==> src/rtl/wsr_pkg.sv <==
/*
 * Shared constants and types of the write-status return arbiter.
 * Assumes one master port issuing at most one command per core_clk cycle.
 */
package wsr_pkg;

    // ****************************************
    // Slave map and timing
    // ****************************************
    localparam int NSLV          = 4;
    localparam int XID_W         = 4;
    localparam int SLV_CONSOL    = 0;   // Event combiner, config, trace, interproc
    localparam int SLV_FAST      = 1;   // Any other fast-status endpoint
    localparam int SLV_FRAME     = 2;   // frame_sync_block
    localparam int SLV_LOCK      = 3;   // lock_token_block
    localparam int FAST_DLY      = 1;   // Status cycles after a fast write
    localparam int SLOW_DLY      = 3;   // Status cycles after a slow write

    // Sub-blocks inside the consolidated slave
    localparam logic [1:0] SUB_COMB  = 2'h0;
    localparam logic [1:0] SUB_CFG   = 2'h1;
    localparam logic [1:0] SUB_TRACE = 2'h2;
    localparam logic [1:0] SUB_IPC   = 2'h3;

    // Field positions in write data
    localparam int COMB_EN_BIT  = 0;
    localparam int COMB_CLR_BIT = 1;
    localparam int SETUP_W      = 3;    // Serial port en, clock select, sysclk out

    // Reset values
    localparam logic [SETUP_W-1:0] SETUP_RST = 3'h0;
    localparam logic [1:0]         LOCK_CNT_RST = 2'h0;

    // ****************************************
    // Carriers
    // ****************************************
    typedef struct packed {
        logic             valid;
        logic             write;
        logic [1:0]       dest;
        logic [1:0]       sub;
        logic [XID_W-1:0] xid;
        logic [7:0]       data;
    } wsr_cmd_t;

    typedef struct packed {
        logic             valid;
        logic [XID_W-1:0] xid;
    } wsr_sts_t;

    typedef struct packed {
        logic             valid;
        logic             eot;
        logic [1:0]       src;
        logic [XID_W-1:0] xid;
    } wsr_wstat_t;

endpackage

==> src/rtl/wsr_arbiter.sv <==
/*
 * Write-status return path of peripheral_switch_f with one master port,
 * four status sources, a status arbiter, lock_token_block read holdoff,
 * and the event combiner and setup register of the consolidated slave.
 * Assumes cmd and evt_in come from logic on core_clk.
 */
// How it works
// Fast slaves return status next cycle.
// Frame-sync and lock-token return status three cycles later.
// Single master port; writes and statuses back to back.
// Slow status wins collision; fast gets not-ready.
// Consolidated slave drops refused status unless fixed.
// Arbiter grants exactly one simultaneous presenter.
// Refused slave re-presents next cycle until accepted.
// Status returns write's identifier with end-of-transaction.
// Core port recycles identifiers; missing status stalls later.
// Core port withholds transaction awaiting missing status.
// Memory-DMA port may then stop writing.
// Other masters eventually stop too.
// One global lock guards risky writes.
// Acquire lock by read, never indirect mode.
// Dummy read after frame-sync or lock-token writes.
// Release status returns before next acquiring read.
// Interrupt handlers avoid guarded blocks while locked.
// Hold the global lock briefly.
// Interleaving allowed; close slow runs with dummy read.
// Acquire, write, dummy read, release order.
// Combiner flag set only when combining enabled.
// Config block has one writable setup register.
// No slow writes means no status loss.
// Reset clears pending statuses; no ready given.
`timescale 1ns/1ns
module wsr_arbiter (
    input  wire logic                          core_clk,
    input  wire logic                          reset,
    input  wsr_pkg::wsr_cmd_t                  cmd,
    input  wire logic                          consol_retry_en,
    input  wire logic [3:0]                    evt_in,
    output wsr_pkg::wsr_wstat_t                wstat,
    output logic [wsr_pkg::NSLV-1:0]           status_lost,
    output logic                               lock_rd_hold,
    output logic [3:0]                         evt_out,
    output logic                               comb_flag,
    output logic [wsr_pkg::SETUP_W-1:0]        setup_reg
);

    wsr_pkg::wsr_sts_t   pres [wsr_pkg::NSLV];
    logic [wsr_pkg::NSLV-1:0] pres_v;
    logic [wsr_pkg::NSLV-1:0] rdy;
    logic [wsr_pkg::NSLV-1:0] lost;
    logic [1:0]          win_idx;
    logic                win_vld;
    logic [wsr_pkg::XID_W-1:0] win_xid;
    logic                taken;
    logic                consol_wr;
    logic                lock_wr;
    wsr_pkg::wsr_wstat_t nxt_wstat;
    logic [1:0]          lock_cnt_ff;
    logic [1:0]          nxt_lock_cnt;
    logic                lock_hold_ff;
    logic                comb_en_ff;
    logic                nxt_comb_en;
    logic                comb_flag_ff;
    logic                nxt_comb_flag;
    logic [wsr_pkg::SETUP_W-1:0] setup_ff;
    logic [wsr_pkg::SETUP_W-1:0] nxt_setup;
    logic [3:0]          evt_out_ff;
    wsr_pkg::wsr_wstat_t wstat_ff;
    logic [wsr_pkg::NSLV-1:0] lost_ff;

    // ****************************************
    // Command acceptance
    // ****************************************
    // Lock-token reads wait while a release status is outstanding
    assign taken = cmd.valid && !(!cmd.write
                   && cmd.dest == 2'(wsr_pkg::SLV_LOCK) && lock_hold_ff);
    assign consol_wr = taken && cmd.write && cmd.dest == 2'(wsr_pkg::SLV_CONSOL);
    assign lock_wr   = taken && cmd.write && cmd.dest == 2'(wsr_pkg::SLV_LOCK);

    // ****************************************
    // Status sources
    // ****************************************
    generate
        for (genvar i = 0; i < wsr_pkg::NSLV; i++)
        begin : g_src
            wsr_pkg::wsr_sts_t issue;
            assign issue.valid = taken && cmd.write && cmd.dest == 2'(i);
            assign issue.xid   = cmd.xid;
            wsr_status_src #(
                .DELAY ((i == wsr_pkg::SLV_FRAME || i == wsr_pkg::SLV_LOCK)
                        ? wsr_pkg::SLOW_DLY : wsr_pkg::FAST_DLY)
            ) u_src (
                .core_clk (core_clk),
                .reset    (reset),
                .issue    (issue),
                .retry_en ((i == wsr_pkg::SLV_CONSOL) ? consol_retry_en : 1'b1),
                .ready    (rdy[i]),
                .present  (pres[i]),
                .lost     (lost[i])
            );
            assign pres_v[i] = pres[i].valid;
        end
    endgenerate

    // ****************************************
    // Status arbiter
    // ****************************************
    // Higher index wins, so slow sources beat fast ones
    always_comb
    begin
        win_vld = 1'b0;
        win_idx = 2'h0;
        win_xid = '0;
        for (int i = 0; i < wsr_pkg::NSLV; i++)
        begin
            if (pres_v[i])
            begin
                win_vld = 1'b1;
                win_idx = 2'(i);
                win_xid = pres[i].xid;
            end
        end
        for (int i = 0; i < wsr_pkg::NSLV; i++)
        begin
            rdy[i] = win_vld && win_idx == 2'(i);
        end
        nxt_wstat.valid = win_vld;
        nxt_wstat.eot   = win_vld;
        nxt_wstat.src   = win_idx;
        nxt_wstat.xid   = win_xid;
    end

    // Outstanding lock-token write statuses
    always_comb
    begin
        nxt_lock_cnt = lock_cnt_ff
            + 2'(lock_wr)
            - 2'(rdy[wsr_pkg::SLV_LOCK]);
    end

    // ****************************************
    // Consolidated slave registers
    // ****************************************
    // Combiner enable, sticky flag and setup register
    always_comb
    begin
        nxt_comb_en   = comb_en_ff;
        nxt_setup     = setup_ff;
        nxt_comb_flag = comb_flag_ff;
        if (consol_wr && cmd.sub == wsr_pkg::SUB_COMB)
        begin
            nxt_comb_en = cmd.data[wsr_pkg::COMB_EN_BIT];
            if (cmd.data[wsr_pkg::COMB_CLR_BIT])
            begin
                nxt_comb_flag = 1'b0;
            end
        end
        if (consol_wr && cmd.sub == wsr_pkg::SUB_CFG)
        begin
            nxt_setup = cmd.data[wsr_pkg::SETUP_W-1:0];
        end
        if (comb_en_ff && |evt_in)
        begin
            nxt_comb_flag = 1'b1;
        end
    end

    // Register all state
    always_ff @(posedge core_clk)
    begin
        if (reset)
        begin
            wstat_ff     <= '0;
            lost_ff      <= '0;
            lock_cnt_ff  <= wsr_pkg::LOCK_CNT_RST;
            lock_hold_ff <= 1'b0;
            comb_en_ff   <= 1'b0;
            comb_flag_ff <= 1'b0;
            setup_ff     <= wsr_pkg::SETUP_RST;
            evt_out_ff   <= 4'h0;
        end
        else
        begin
            wstat_ff     <= nxt_wstat;
            lost_ff      <= lost;
            lock_cnt_ff  <= nxt_lock_cnt;
            lock_hold_ff <= nxt_lock_cnt != 2'h0;
            comb_en_ff   <= nxt_comb_en;
            comb_flag_ff <= nxt_comb_flag;
            setup_ff     <= nxt_setup;
            evt_out_ff   <= evt_in;                          // Routing only
        end
    end

    // Outputs
    assign wstat        = wstat_ff;
    assign status_lost  = lost_ff;
    assign lock_rd_hold = lock_hold_ff;
    assign evt_out      = evt_out_ff;
    assign comb_flag    = comb_flag_ff;
    assign setup_reg    = setup_ff;

    // ****************************************
    // Checks
    // ****************************************
    property p_fast_lat;
        @(posedge core_clk) disable iff (reset)
        taken && cmd.write && cmd.dest == 2'(wsr_pkg::SLV_FAST) |=> pres_v[wsr_pkg::SLV_FAST];
    endproperty
    a_fast_lat: assert property (p_fast_lat)
        else $error("fast status not one cycle after write");

    property p_slow_lat;
        @(posedge core_clk) disable iff (reset)
        taken && cmd.write && cmd.dest == 2'(wsr_pkg::SLV_FRAME)
            |-> ##3 pres_v[wsr_pkg::SLV_FRAME];
    endproperty
    a_slow_lat: assert property (p_slow_lat)
        else $error("slow status not three cycles after write");

    property p_collide;
        @(posedge core_clk) disable iff (reset)
        (pres_v[wsr_pkg::SLV_FRAME] || pres_v[wsr_pkg::SLV_LOCK])
            && pres_v[wsr_pkg::SLV_CONSOL]
            |-> !rdy[wsr_pkg::SLV_CONSOL]
                && (rdy[wsr_pkg::SLV_FRAME] || rdy[wsr_pkg::SLV_LOCK]);
    endproperty
    a_collide: assert property (p_collide)
        else $error("slow status did not win collision");

    property p_one_win;
        @(posedge core_clk) disable iff (reset)
        $onehot0(rdy) && ((pres_v != '0) == (rdy != '0)) && ((rdy & ~pres_v) == '0);
    endproperty
    a_one_win: assert property (p_one_win)
        else $error("arbiter grant not exactly one");

    property p_lost;
        @(posedge core_clk) disable iff (reset)
        pres_v[wsr_pkg::SLV_CONSOL] && !rdy[wsr_pkg::SLV_CONSOL] && !consol_retry_en
            |=> status_lost[wsr_pkg::SLV_CONSOL] && (!pres_v[wsr_pkg::SLV_CONSOL]
                || pres[wsr_pkg::SLV_CONSOL].xid != $past(pres[wsr_pkg::SLV_CONSOL].xid));
    endproperty
    a_lost: assert property (p_lost)
        else $error("refused consolidated status not dropped");

    property p_xid;
        @(posedge core_clk) disable iff (reset)
        win_vld |=> wstat.valid && wstat.eot && wstat.xid == $past(win_xid);
    endproperty
    a_xid: assert property (p_xid)
        else $error("returned status lost identifier");

    property p_lock_hold;
        @(posedge core_clk) disable iff (reset)
        taken && !cmd.write && cmd.dest == 2'(wsr_pkg::SLV_LOCK)
            |-> !pres_v[wsr_pkg::SLV_LOCK] && !$past(lock_wr) && !$past(lock_wr, 2);
    endproperty
    a_lock_hold: assert property (p_lock_hold)
        else $error("lock read accepted before release status");

    property p_comb;
        @(posedge core_clk) disable iff (reset)
        !comb_en_ff && !comb_flag_ff |=> !comb_flag_ff;
    endproperty
    a_comb: assert property (p_comb)
        else $error("combiner flag set while routing only");

    property p_setup;
        @(posedge core_clk) disable iff (reset)
        consol_wr && cmd.sub == wsr_pkg::SUB_CFG
            |=> setup_reg == $past(cmd.data[wsr_pkg::SETUP_W-1:0]);
    endproperty
    a_setup: assert property (p_setup)
        else $error("setup register not written");

    property p_reset;
        @(posedge core_clk)
        $past(reset) |-> pres_v == '0 && !wstat.valid && !lock_rd_hold;
    endproperty
    a_reset: assert property (p_reset)
        else $error("pending status survived reset");

    c_collide: cover property (@(posedge core_clk) disable iff (reset)
        pres_v[wsr_pkg::SLV_FRAME] && pres_v[wsr_pkg::SLV_CONSOL]);
    c_lost: cover property (@(posedge core_clk) disable iff (reset)
        status_lost[wsr_pkg::SLV_CONSOL]);
    c_hold: cover property (@(posedge core_clk) disable iff (reset)
        lock_rd_hold && cmd.valid && !taken);

endmodule // wsr_arbiter

==> src/rtl/wsr_status_src.sv <==
/*
 * Write-status source of one slave endpoint: fixed latency pipeline,
 * then a two-entry retry holder for statuses refused by the arbiter.
 * Assumes ready arrives in the same cycle as the presented status.
 */
`timescale 1ns/1ns
module wsr_status_src #(
    parameter int DELAY = 1
) (
    input  wire logic              core_clk,
    input  wire logic              reset,
    input  wsr_pkg::wsr_sts_t      issue,
    input  wire logic              retry_en,
    input  wire logic              ready,
    output wsr_pkg::wsr_sts_t      present,
    output logic                   lost
);

    wsr_pkg::wsr_sts_t pipe_ff [DELAY];
    wsr_pkg::wsr_sts_t nxt_pipe [DELAY];
    wsr_pkg::wsr_sts_t q0_ff;
    wsr_pkg::wsr_sts_t q1_ff;
    wsr_pkg::wsr_sts_t nxt_q0;
    wsr_pkg::wsr_sts_t nxt_q1;
    wsr_pkg::wsr_sts_t inc;
    wsr_pkg::wsr_sts_t sec;
    wsr_pkg::wsr_sts_t third;

    // ****************************************
    // Latency pipeline and retry holder
    // ****************************************
    // Next-state of pipeline and holder
    always_comb
    begin
        nxt_pipe[0] = issue;
        for (int k = 1; k < DELAY; k++)
        begin
            nxt_pipe[k] = pipe_ff[k-1];
        end
        inc     = pipe_ff[DELAY-1];
        present = q0_ff.valid ? q0_ff : inc;             // Oldest first
        sec     = q0_ff.valid ? (q1_ff.valid ? q1_ff : inc) : '0;
        third   = (q0_ff.valid && q1_ff.valid) ? inc : '0;
        if (!retry_en)
        begin
            nxt_q0 = '0;
            nxt_q1 = '0;
            lost   = present.valid && !ready;
        end
        else if (ready)
        begin
            nxt_q0 = sec;
            nxt_q1 = third;
            lost   = 1'b0;
        end
        else
        begin
            nxt_q0 = present;
            nxt_q1 = sec;
            lost   = third.valid;                        // Holder overflow
        end
    end

    // Register pipeline and holder
    always_ff @(posedge core_clk)
    begin
        if (reset)
        begin
            for (int k = 0; k < DELAY; k++)
            begin
                pipe_ff[k] <= '0;
            end
            q0_ff <= '0;
            q1_ff <= '0;
        end
        else
        begin
            pipe_ff <= nxt_pipe;
            q0_ff   <= nxt_q0;
            q1_ff   <= nxt_q1;
        end
    end

    // ****************************************
    // Checks
    // ****************************************
    property p_src_retry;
        @(posedge core_clk) disable iff (reset)
        present.valid && !ready && retry_en && !third.valid
            |=> present.valid && present.xid == $past(present.xid);
    endproperty
    a_src_retry: assert property (p_src_retry)
        else $error("refused status not presented again");

endmodule // wsr_status_src

==> config.mk <==
export PLATFORM = sky130hd
export DESIGN_NAME = wsr_arbiter
export DESIGN_NICKNAME = d
export VERILOG_FILES = /design/src/rtl/wsr_pkg.sv /design/src/rtl/wsr_arbiter.sv /design/src/rtl/wsr_status_src.sv
export SDC_FILE = /design/constraint.sdc
export NUM_CORES = 1
export LEC_CHECK = 0
export BUFFER_PORTS_ARGS = -buffer_cell sky130_fd_sc_hd__clkbuf_2
export CAP_MARGIN = 20
export CORE_AREA = 2 2 78 80
export DETAILED_ROUTE_END_ITERATION = 7
export DIE_AREA = 0 0 80 82
export GPL_TIMING_DRIVEN = 0
export PLACE_DENSITY = 0.81
export RECOVER_POWER = 50
export SLEW_MARGIN = 20
export SYNTH_ARGS = -nofsm -noshare
export SYNTH_HDL_FRONTEND = slang
export SYNTH_SLANG_ARGS = --single-unit
==> constraint.sdc <==
create_clock -name core_clk -period 4.1 [get_ports core_clk]
set_input_delay 0.82 -clock core_clk [delete_from_list [all_inputs] [get_ports core_clk]]
set_output_delay 0.82 -clock core_clk [all_outputs]
set_load 0.1 [all_outputs]
==> results of run 1 <==
==> layout make-up <==
type / count / share of cell area
inverters: 9 / 0.00882
repair buffers: 40 / 0.0519
multi-input cells: 238 / 0.401
flip-flops and latches: 83 / 0.434
plain buffers: 23 / 0.0242
clock inverters: 5 / 0.0160
clock buffers: 11 / 0.0395
well taps: 75 / 0.0245
==> synthesized netlist by cell type, types with 2 or more instances <==
library cell and number:
sky130_fd_sc_hd__a21oi_1 30, sky130_fd_sc_hd__nand2_1 21, sky130_fd_sc_hd__a211oi_1 2, sky130_fd_sc_hd__ha_1 2, sky130_fd_sc_hd__nand3b_1 2, sky130_fd_sc_hd__a22o_1 3, sky130_fd_sc_hd__a22oi_1 8, sky130_fd_sc_hd__o211ai_1 3
sky130_fd_sc_hd__dfxtp_1 83, sky130_fd_sc_hd__nor2_1 31, sky130_fd_sc_hd__nor3_1 7, sky130_fd_sc_hd__o21ai_0 12, sky130_fd_sc_hd__buf_1 4, sky130_fd_sc_hd__clkbuf_1 12, sky130_fd_sc_hd__inv_1 9, sky130_fd_sc_hd__a31oi_1 3
sky130_fd_sc_hd__buf_2 5, sky130_fd_sc_hd__o32ai_1 3, sky130_fd_sc_hd__nor3b_1 6, sky130_fd_sc_hd__nor2b_1 30, sky130_fd_sc_hd__nand2b_1 6, sky130_fd_sc_hd__o22a_1 2, sky130_fd_sc_hd__mux2i_1 17, sky130_fd_sc_hd__or2_2 3
sky130_fd_sc_hd__and2_1 6, sky130_fd_sc_hd__mux2_2 12, sky130_fd_sc_hd__nand3_1 9
==> stage by stage <==
stage               hold WS (ns)  power (uW)
floorplan                  0.414         923
global placement           0.417         950
detailed placement         0.425         953
CTS                        0.447        1550
global route               0.457        1590
finish                     0.444        1550
==> layer usage <==
| metal | routed length, um | track usage |
|---|---|---|
| met5 | 0 | 0 |
| met4 | 242 | 0.153 |
| met3 | 564 | 0.0495 |
| met2 | 3410 | 0.387 |
| met1 | 3110 | 0.282 |
==> power by group through the flow <==
stage	combinational (uW)	sequential [uW]	clock [uW]
2_1_floorplan	45.3	877	0
3_3_place_gp	101	849	0
3_5_place_dp	103	850	0
4_1_cts	104	831	614
5_1_grt	111	833	651
6_report	103	831	614
==> logic make-up after synthesis <==
kind of cell,share of synthesized area
buf+inv,0.0411
flops,0.496
compound gates,0.143
mux,0.0911
simple gates,0.212
other cells,0.00112
fa+ha+maj,0.0108
xor+xnor,0.00523
==> how the worst max path moves through the flow <==
| stage | cells after the start | startpoint | slack (ns) | end |
|---|---|---|---|---|
| after detailed placement | 5 | reset | 1.70 | setup_reg[1] |
| after CTS | 10 | g_src[3].u_src.inc[4] | 1.72 | lock_rd_hold |
| after global placement | 5 | reset | 1.73 | g_src[3].u_src.q0_ff[3] |
| final | 6 | g_src[2].u_src.inc[4] | 1.36 | wstat[1] |
| after floorplan | 1 | wstat[6] | 1.92 | wstat[7] |
| after global routing | 6 | g_src[2].u_src.inc[4] | 1.17 | wstat[1] |
==> worst max-delay path, cell delays in order (launching register included) <==
cell and delay (ns):
sky130_fd_sc_hd__dfxtp_1 0.32, sky130_fd_sc_hd__clkbuf_1 0.19, sky130_fd_sc_hd__nor4_1 1.02, sky130_fd_sc_hd__o211a_4 0.37, sky130_fd_sc_hd__clkbuf_1 0.41, sky130_fd_sc_hd__a22oi_1 0.19, sky130_fd_sc_hd__a21oi_1 0.16
==> results.md, run 1 <==
- For this run, the number of Yosys warnings is 0.
- The cell count after placement is 468.
- Across all layers, the routed design uses 2769 vias.
- The final max-slew violation count is 0.
- The endpoint of the worst-slack reg-to-reg timing path is wstat[1].
- At the pin with the least slew margin, the transition time is 1.23 ns.
- The worst setup path is launched from a flop.
- The most common library cell in the layout ignoring fill and taps is sky130_fd_sc_hd__dfxtp_1.
- The final-report hold violation count is 0.
- The horizontal extent of the die is 80 um.
- Summing all multi-input logic gate instances after layout gives 0.00154 sq mm.
- The library cells used most frequently in the layout, excluding fill and tap cells, are sky130_fd_sc_hd__dfxtp_1 (83), sky130_fd_sc_hd__clkbuf_2 (39), sky130_fd_sc_hd__nor2_1 (31), sky130_fd_sc_hd__nor2b_1 (30), sky130_fd_sc_hd__a21oi_1 (30).
- In the synthesized netlist the async set-or-reset flop fraction comes to 0.
- The largest fanout on the critical path is 10.
- The first-pass iteration count of the detailed router is 5.
- After filler insertion, the fill cell instance count of the layout stands at 496.
- Summed over all nets, the half-perimeter wirelength after detailed placement is 5130 um.
- Once layout is complete, the cells apart from fillers number 484.
- The synthesized netlist contains 49 unique library cells.
- The final total negative setup slack is 0 ns.
- Summing all non-filler instances in the final layout gives an area of 0.00383 sq mm.
- The later pin in the worst-skew pair is clocked with a latency of 0.36 ns.
- Counting the buffers created by CTS gives 9.
- The internal portion of the total power is 1170 uW.
- The arrival time reported for the critical path endpoint is 3.02 ns.
- The count of H-tree levels built during CTS is 3.
- sky130_fd_sc_hd__dfxtp_1 takes more of the synthesized area than any other cell.
- Of the available clock period, the critical path in the final layout requires 0.667.
- The ratio of cells with drive above 1 in the final layout is 0.193.
- Of the post-synthesis cell area, the dominant cell type holds 0.496.
- Setup repair after global routing left no endpoint under its margin.
- The cell sitting at the root of the clock tree is a sky130_fd_sc_hd__clkbuf_8.
- Counting cells, the worst reg-to-reg path comes to 6.
- The floorplan step defined a core boundary enclosing 0.00575 sq mm.
- Across every metal layer, demand over resource in global routing totals 0.236.
- The initial antenna violation count is 0.
- The maximum number of pins on one net before global-route repair is 15.
- The count of endpoints failing setup in the final report is 0.
- Buffers placed on the I/O ports in this run total 40.
- Of the total power, the clock network draws 0.396.
- The instance area after placement is 0.00364 sq mm.
- The vertical die dimension is 82 um.
- The ratio of routed vias to standard cells is 5.72.
- The CTS tree is yes.
- The floorplan has 28 rows.
- The final cell utilization of the core is 0.667.
- Synthesis produced a netlist with a net count of 380.
- The register-to-register setup slack is 1.36 ns.
- The clock arrives with 0.00562 ns of skew.
- The initial standard-cell utilization of the core is 0.583.
- The wire length per cell is 15.1 um.
- The share of total power dissipated in combinational logic is 0.067.
- The portion of the post-synthesis area used by sequential elements is 0.496.
- Summed over all cells, the static leakage comes to 0.00146 uW.
- The synthesized cell area is 0.00335 sq mm.
- Setup slack closes at 1.36 ns.
- The startpoint of the worst-slack reg-to-reg timing path is g_src[2].u_src.inc[4].
- The total wirelength of the detailed-routed design is 7330 um.
- The number of buffers added for setup after CTS is 0.
- The flow ran to the end, and the final reports show no timing, DRC or antenna violations.
- The worst setup slack after placement is 1.70 ns.
- The sequential cell area is 0.00166 sq mm.
- In this run, post-CTS repair resized a total of 0 instances.
- After clock tree synthesis, the clock-pin slew on the worst setup and hold paths is 0.08 ns.
- The total overflow left after global routing is 0.
- The most used flip-flop cell after synthesis is sky130_fd_sc_hd__dfxtp_1.
- The tree built by TritonCTS fans out to 83 sinks.
- The capturing element type of the critical path is a flop.
- The number of hold-repair buffers added at the cts stage is 0.
- Counting flops with a built-in enable in the synthesized netlist gives 0.
- The type of the most critical hold path is reg -> reg.
- The number of remaining DRC errors is 0.
- The count of cells along the worst hold path is 1.
- Summed over all nets, the switching power comes to 381 uW.
- Based on the critical path, the design can be clocked at up to 365 MHz.
- Subtracting the final worst setup slack from the clock period gives 2.74 ns.
- For this run, the post-layout net count is 431.
- The hold path startpoint is g_src[3].u_src.nxt_pipe[3].
- The worst supply voltage drop on vdd is 0.000323 V.
- The boundary pin count is 46.
- The power density of the placed cells is 404 mW/mm^2.
- The post-synthesis sequential element count is 83.
- The relative max-transition margin is 0.175.
- The worst hold path endpoint is g_src[2].u_src.inc[3].
- The post-detailed-route count of antenna-violating nets is 0.
- Routability-driven placement finished with a final weighted congestion of 0.890.
- The share of total power dissipated in sequential elements is 0.537.
- The data required time of the critical path is 4.39 ns.
- By area the synthesized netlist is led by sky130_fd_sc_hd__dfxtp_1 (50%), sky130_fd_sc_hd__nor2b_1 (5.6%), sky130_fd_sc_hd__mux2i_1 (5.1%), sky130_fd_sc_hd__a21oi_1 (4.5%), sky130_fd_sc_hd__mux2_2 (4.0%).
- The first global-routing pass estimated 11800 um of wire.
- The number of violations of the max-capacitance limit is 0.
- The cell count after synthesis is 353.
- Each instance of the synthesized netlist takes up on average 9.49 sq um.
- The number of global-route vias before repair was 2587.
- Compared with the post-synthesis result, the final layout area differs by 14.3%.
- The buffer levels on the longest clock path is 2.
- The number of antenna diodes is 0.
- Of the total power, the share spent switching nets is 0.246.
- The iteration-0 DRC count of the detailed router is 271.
- The worst setup path is of the reg -> reg kind.
- The floorplan die area is 0.00656 sq mm.
Power figures use the tool's default switching activity.
==> run 2: changes to the inputs <==
Settings changed: CORE_AREA 2 2 78 80 to 2 2 85 87, DIE_AREA 0 0 80 82 to 0 0 87 89, PLACE_DENSITY 0.81 to 0.73.
Clock period 4.1 ns to 2.5 ns, I/O delays scaled along.
==> run 2 against run 1 <==
Against the previous run:
- cell area hardly changed
- total power is 64% higher
- routed wire length is 2.9% lower
- sequential power is 64% higher
- via count is 4.3% lower
- hold slack worse by 0.10 ns
- critical path type unchanged
- largest cell class unchanged
- largest power group unchanged
==> results.md, run 2 (synthesis gave the netlist of run 1 again) <==
- The worst setup path is launched from a flop.
- The number of antenna diodes in the final layout is 0.
- The core area is 0.00672 sq mm.
- Of the total power, combinational logic draws 0.067.
- The insertion delay of the later-clocked pin in the worst-skew pair is 0.36 ns.
- The clock-pin slew reported for the worst setup and hold paths after clock tree synthesis is 0.09 ns.
- Summed over all layers, the global routing overflow is 0.
- The number of cell instances on the worst register-to-register path is 5.
- The final cell utilization of the core is 0.570.
- The achievable frequency is 434 MHz.
- The largest fanout on the critical path is 9.
- The final max-slew violation count is 0.
- Dividing the detail-routed wire length by the instance count gives 14.5 um.
- Setup violations remaining at the end of the flow were counted as 0.
- The first TritonRoute pass finished after 4 iterations.
- Max-cap violations in this run came to 0.
- Leaving out filler cells and counting taps, the final layout contains 489.
- The path with the worst hold slack has its endpoint at g_src[1].u_src.inc[3].
- The flow ran to the end, and the final reports show no timing, DRC or antenna violations.
- At the worst endpoint, the required time is 2.74 ns.
- The first-pass GRT wire length is 11400 um.
- The layout-stage area growth over the synthesis result is 14.4%.
- The relative max-transition margin is 0.227.
- The share of the cycle needed by the critical path after routing is 0.921.
- The start-to-end type of the worst setup path is reg -> reg.
- The worst register-to-register path ends at g_src[0].u_src.q1_ff[4].
- The final-report hold violation count was 0.
- 46 I/O pins were placed.
- The most common library cell in the layout ignoring fill and taps is sky130_fd_sc_hd__dfxtp_1.
- In the layout the commonest cells are sky130_fd_sc_hd__dfxtp_1 (83), sky130_fd_sc_hd__clkbuf_2 (33), sky130_fd_sc_hd__nor2_1 (30), sky130_fd_sc_hd__nor2b_1 (30), sky130_fd_sc_hd__a21oi_1 (30).
- The number of remaining DRC errors is 0.
- The capturing element type of the critical path is a flop.
- The number of buffers added for setup after CTS is 0.
- The internal power consumption is 1880 uW.
- After the last flow step, the layout net total stands at 431.
- The clock group share of total power is 0.396.
- Clock tree synthesis found a total of 83 sinks.
- VDD sags by at most 0.000464 V.
- Across all register-to-register paths, the minimum setup slack is 0.20 ns.
- The tightest hold path in the finished design has a slack of 0.343 ns.
- The buffer levels on the longest clock path is 2.
- The routed design has 7110 um of wire.
- In this run, CTS created clock tree buffers numbering 9.
- Summed over all failing endpoints, the final setup total negative slack is 0 ns.
- In this run the power spent charging and discharging nets is 660 uW.
- Data on the critical path arrives at its endpoint at 2.54 ns.
- The fill cell instance count of the final layout is 592.
- For this run, the total global-route usage over all layers was measured as 0.196.
- Routability-driven placement finished with a final weighted congestion of 0.876.
- The ratio of routed vias to standard cells is 5.42.
- The worst hold path passes through 2 cells.
- After detailed placement, the design holds a cell count of 473.
- The vertical die dimension is 89 um.
- The iteration-0 DRC count of the detailed router is 194.
- The count of H-tree levels built during CTS is 3.
- From left edge to right edge, the die measures 87 um.
- The detailed placement HPWL is 5010 um.
- In this run the remaining antenna-violating nets after routing total 0.
- The count of standard-cell rows is 30.
- Input and output buffers added on the ports amount to 40.
- The initial standard-cell utilization of the core is 0.499.
- The tree is rooted in a sky130_fd_sc_hd__clkbuf_8.
- Setup repair after global routing left no endpoint under its margin.
- The number of global-route vias before repair is 2379.
- The fraction of power spent switching nets is 0.260.
- Entering global routing, the biggest net connects 17 pins.
- The startpoint of the worst-slack reg-to-reg timing path is g_src[2].u_src.inc[4].
- The floorplan die area is 0.00774 sq mm.
- Of the total power, registers draw 0.537.
- For the pin with the worst max-slew slack, the measured transition is 1.15 ns.
- Of the cells placed in the final design, the portion with a size suffix greater than 1 is 0.186.
- For this design the static power due to leakage is 0.00146 uW.
- The initial antenna violation count is 0.
- The via count is 2651.
- The path class of the tightest hold or removal check is in -> reg.
- The clock arrives with 0.0104 ns of skew.
- For this design the ratio of total power to cell area is 662 mW/mm^2.
- The minimum period implied by the final worst setup slack is 2.30 ns.
- The worst hold path begins at cmd[11].
- TritonCTS built the clock tree.
- The design draws 2540 uW.
[run 2: layer usage]
layer,vias to the layer above,part of all wire,GRT usage
met5,-,0,0
met1,1231,0.44,0.249
met3,16,0.056,0.0425
met4,0,0.026,0.107
li1,1326,-,-
met2,78,0.47,0.311
[run 2: timing repair]
action,4_1_cts,5_1_grt
resized for setup,0,1
endpoints found under the setup margin,0,1
hold buffers,0,0
[run 2: how the worst max path moves through the flow]
stage                                    to                  start  cells past startpoint  slack, ns
floorplan                      lock_rd_hold  g_src[3].u_src.inc[4]                     10       0.45
global placement               lock_rd_hold  g_src[3].u_src.inc[4]                     10       0.20
detailed placement             lock_rd_hold  g_src[3].u_src.inc[4]                     10       0.19
CTS                            lock_rd_hold  g_src[3].u_src.inc[4]                     10       0.15
global route        g_src[0].u_src.q1_ff[4]  g_src[3].u_src.inc[4]                      5       0.08
finish              g_src[0].u_src.q1_ff[4]  g_src[2].u_src.inc[4]                      5       0.20
[run 2: layout make-up]
cell class                 count  area [sq um]  share of cell area
buffer                        23           101              0.0264
clock buffer                   9           124              0.0323
clock inverter                 7          81.3              0.0212
inverter                       9          33.8             0.00881
multi-input combinational    238          1540               0.402
sequential                    83          1660               0.434
tap                           80           100              0.0261
timing repair buffer          40           191              0.0500
[run 2: power by group through the flow]
| stage | Clock [uW] | Combinational (uW) | Sequential, uW |
|---|---|---|---|
| finish | 1010 | 169 | 1360 |
| global route | 1080 | 182 | 1370 |
| CTS | 1020 | 171 | 1360 |
| detailed placement | 0 | 170 | 1390 |
| global placement | 0 | 167 | 1390 |
| floorplan | 0 | 74.2 | 1440 |
[run 2: per-stage QoR]
step           setup WS (ns)  instance area [sq um]
3_5_place_dp           0.188                   3650
4_1_cts                0.155                   3860
6_report               0.197                   3830
3_3_place_gp           0.196                   3650
2_1_floorplan          0.452                   3350
5_1_grt               0.0796                   3830
[run 2: worst max-delay path, stage by stage, from the launching register on]
cell and delay, ns:
sky130_fd_sc_hd__dfxtp_1 0.31, sky130_fd_sc_hd__buf_2 0.16, sky130_fd_sc_hd__nor4_1 0.93, sky130_fd_sc_hd__o211ai_4 0.29
sky130_fd_sc_hd__maj3_2 0.37, sky130_fd_sc_hd__nor2b_1 0.12
==> run 3: changes to the inputs <==
Settings changed: ABC_AREA set to 1, CORE_AREA 2 2 85 87 to 2 2 83 85, DIE_AREA 0 0 87 89 to 0 0 85 87, PLACE_DENSITY 0.73 to 0.74.
==> run 3 against run 2 <==
Against the previous run:
- clock power increased by 13%
- count of clock-buffer cells in the layout unchanged
- largest cell class unchanged
- register-to-register slack improved by 0.29 ns
==> results.md, run 3 <==
- The run finished with clean final reports.
- The multi-input combinational cell area is 0.00129 sq mm.
- The count of endpoints failing setup in the final report is 0.
- For this run, the total global-route usage over all layers was measured as 0.194.
- Clock tree synthesis selected as its root buffer the cell sky130_fd_sc_hd__clkbuf_8.
- During I/O placement, the number of pins put on the boundary was 46.
- Counting distinct cell types in the post-synthesis netlist gives 32.
- The largest fanout on the critical path is 8.
- Dividing total power by cell area gives a power density of 710 mW/mm^2.
- The detailed placement HPWL is 4980 um.
- The initialized floorplan defines 30 standard-cell rows.
- The floorplan step defined a die boundary enclosing 0.00740 sq mm.
- The capturing element type of the critical path is a flop.
- The first routing iteration left 163 violations.
- The share of Yosys cell area claimed by the top area cell type is 0.509.
- The leakage power of the design is 0.00162 uW.
- The synthesized cell area is 0.00326 sq mm.
- The final clock skew is 0.00723 ns.
- The library cell used most frequently in the layout, excluding fill and tap cells, is sky130_fd_sc_hd__dfxtp_1.
- The via count is 2838.
- Yosys instantiated no cell more often than sky130_fd_sc_hd__dfxtp_1.
- Entering global routing, the biggest net connects 15 pins.
- After technology mapping, the gate count stands at 424.
- In the finished design, the share of the clock period the worst path needs comes to 0.803.
- The horizontal extent of the die is 85 um.
- In this run, placement finished with an instance count of 544.
- The number of remaining DRC errors is 0.
- The first global-routing pass estimated 11500 um of wire.
- After clock tree synthesis, the clock-pin slew on the worst setup and hold paths is 0.08 ns.
- The start-to-end type of the worst setup path is reg -> reg.
- The worst hold path endpoint is g_src[1].u_src.inc[2].
- The number of buffers added for setup after CTS is 0.
- The total overflow left after global routing is 0.
- The count of cells along the worst hold path is 3.
- The design draws 2670 uW.
- The data required time of the critical path is 2.72 ns.
- In the layout the commonest cells are sky130_fd_sc_hd__dfxtp_1 (83), sky130_fd_sc_hd__nand2_1 (76), sky130_fd_sc_hd__nor2_1 (70), sky130_fd_sc_hd__o21ai_0 (51), sky130_fd_sc_hd__inv_1 (47).
- The final-report hold violation count is 0.
- The total number of nets in the final design is 502.
- The region available for standard cell placement spans 0.00657 sq mm.
- The wire length per cell is 12.3 um.
- For the pin with the worst max-slew slack, the measured transition is 0.657 ns.
- The count of H-tree levels built during CTS is 3.
- The biggest area contributor in the post-synthesis netlist is sky130_fd_sc_hd__dfxtp_1.
- The ratio of cells with drive above 1 in the final layout is 0.140.
- The register-to-register setup slack is 0.49 ns.
- The achievable frequency is 498 MHz.
- Each instance of the synthesized netlist takes up on average 7.70 sq um.
- The number of standard cells in the final layout excluding fillers is 559.
- After synthesis, the cell types taking the most area are sky130_fd_sc_hd__dfxtp_1 (51%), sky130_fd_sc_hd__nand2_1 (8.6%), sky130_fd_sc_hd__nor2_1 (7.9%), sky130_fd_sc_hd__o21ai_0 (7.7%), sky130_fd_sc_hd__a21oi_1 (5.1%).
- The count of input and output buffers is 40.
- The CTS tree is yes.
- The type of the most critical hold path is in -> reg.
- The initial antenna violation count came to 0.
- The clock net sink count is 83.
- The post-detailed-route count of antenna-violating nets is 0.
- The commonest cells after synthesis are sky130_fd_sc_hd__dfxtp_1 (83), sky130_fd_sc_hd__nand2_1 (75), sky130_fd_sc_hd__nor2_1 (69).
- The sequential cell area is 0.00166 sq mm.
- Max-cap violations in this run came to 0.
- The startpoint of the worst-slack reg-to-reg timing path is g_src[3].u_src.inc[4].
- STA classifies the critical path startpoint as a flop.
- The first detailed-routing pass ran for 4 iterations.
- The hold path startpoint is cmd[10].
- The die is 87 um tall.
- From synthesis to final layout, the design area changed by 15.3%.
- The placer's final routability congestion estimate is 0.865.
- The primary flip-flop cell chosen by synthesis mapping is sky130_fd_sc_hd__dfxtp_1.
- For this run, the number of Yosys warnings is 0.
- Synthesis produced a netlist with a net count of 451.
- The post-synthesis sequential element count is 83.
- The tightest hold path in the finished design has a slack of 0.328 ns.
- For this run, the register share of the synthesized area comes to 0.509.
- The worst register-to-register path ends at lock_rd_hold.
- Setup slack on the critical path of the routed design comes to 0.492 ns.
- The clock reaches the later pin of the worst-skew pair after 0.35 ns.
- Data on the critical path arrives at its endpoint at 2.23 ns.
- The layout has 609 filler cells.
- The worst register-to-register path has a depth of 9.
- After detailed routing, the number of vias per cell comes to 5.08.
- The minimum period implied by the final worst setup slack is 2.01 ns.
- At the placement stage, the worst setup path has a slack of 0.721 ns.
- Counting the buffers created by CTS gives 9.
- Setup repair after global routing left no endpoint under its margin.
- The number of antenna diodes in the final layout is 0.
- The initial utilization of the core area, before any placement, comes to 0.497.
- The critical path starts at g_src[3].u_src.inc[4].
- Across the VDD grid, the largest voltage drop is 0.000389 V.
- Counting along the longest clock path gives a buffer depth of 2.
- The number of global-route vias before repair is 2633.
- The proportion of synthesized flip-flops having asynchronous set or reset is 0.
- In this run, synthesis inferred 0 flip-flops with an integrated enable.
- The worst pin sits at a relative slew slack of 0.558.
- After detailed routing, the total wire length is 6860 um.
- In this run, post-CTS repair resized a total of 0 instances.
- The final max-slew violation count is 0.
- The final total negative setup slack is 0 ns.
- After clock tree synthesis, the flow added hold-fix buffers numbering 0.
## run 3: changes by cell type after synthesis, moves of 12 or more
cell / delta
sky130_fd_sc_hd__mux2i_1: -17
sky130_fd_sc_hd__nor2_1: +38
sky130_fd_sc_hd__o21ai_0: +38
sky130_fd_sc_hd__nor2b_1: -30
sky130_fd_sc_hd__inv_1: +35
sky130_fd_sc_hd__nand2_1: +54
sky130_fd_sc_hd__mux2_2: -12
## run 3: worst max path at each step
stage / end
after floorplan: wstat[7]
after global placement: evt_out[3]
after detailed placement: g_src[1].u_src.q1_ff[2]
after CTS: lock_rd_hold
after global routing: lock_rd_hold
final: lock_rd_hold
## run 3: per-layer routing
metal | vias up | track usage | wire [um]
met1 | 1286 | 0.250 | 3280
met5 | - | 0 | 0
met4 | 0 | 0.0938 | 173
li1 | 1467 | - | -
met2 | 71 | 0.319 | 3120
met3 | 14 | 0.0313 | 286
## run 3: layout make-up
| class | instances | area share |
|---|---|---|
| Timing Repair Buffer | 40 | 0.0525 |
| Multi-Input combinational cell | 277 | 0.342 |
| Clock buffer | 9 | 0.0329 |
| Sequential cell | 83 | 0.441 |
| Inverter | 49 | 0.0489 |
| Tap cell | 80 | 0.0266 |
| Buffer | 15 | 0.0246 |
| Clock inverter | 6 | 0.0306 |
## run 3: kinds of logic after synthesis
family | share of synthesized area
DFF | 0.509
AOI/OAI and AO/OA | 0.160
adders and majority gates | 0.00767
and+or+nand+nor | 0.233
buffers and inverters | 0.0859
other | 0.00115
xor gates and xnor gates | 0.00268
## run 3: critical path: stages (launching register included)
cell and delay (ns):
sky130_fd_sc_hd__dfxtp_1 0.51, sky130_fd_sc_hd__inv_1 0.14, sky130_fd_sc_hd__nand2_1 0.29, sky130_fd_sc_hd__ha_1 0.30, sky130_fd_sc_hd__inv_1 0.06, sky130_fd_sc_hd__ha_1 0.15
sky130_fd_sc_hd__xor2_1 0.19, sky130_fd_sc_hd__nand2_1 0.07, sky130_fd_sc_hd__nand2_1 0.09, sky130_fd_sc_hd__o22ai_1 0.08
## run 3: where the power goes
group / internal [uW] / switching [uW]
sequential: 1350 / 9.93
combinational: 41.3 / 133
clock: 661 / 479
## run 3: metrics by stage
stage | cell area [sq um] | utilization
3_3_place_gp | 3560 | 0.542
2_1_floorplan | 3260 | -
4_1_cts | 3800 | 0.579
6_report | 3760 | 0.573
3_5_place_dp | 3560 | 0.542
5_1_grt | 3760 | 0.573
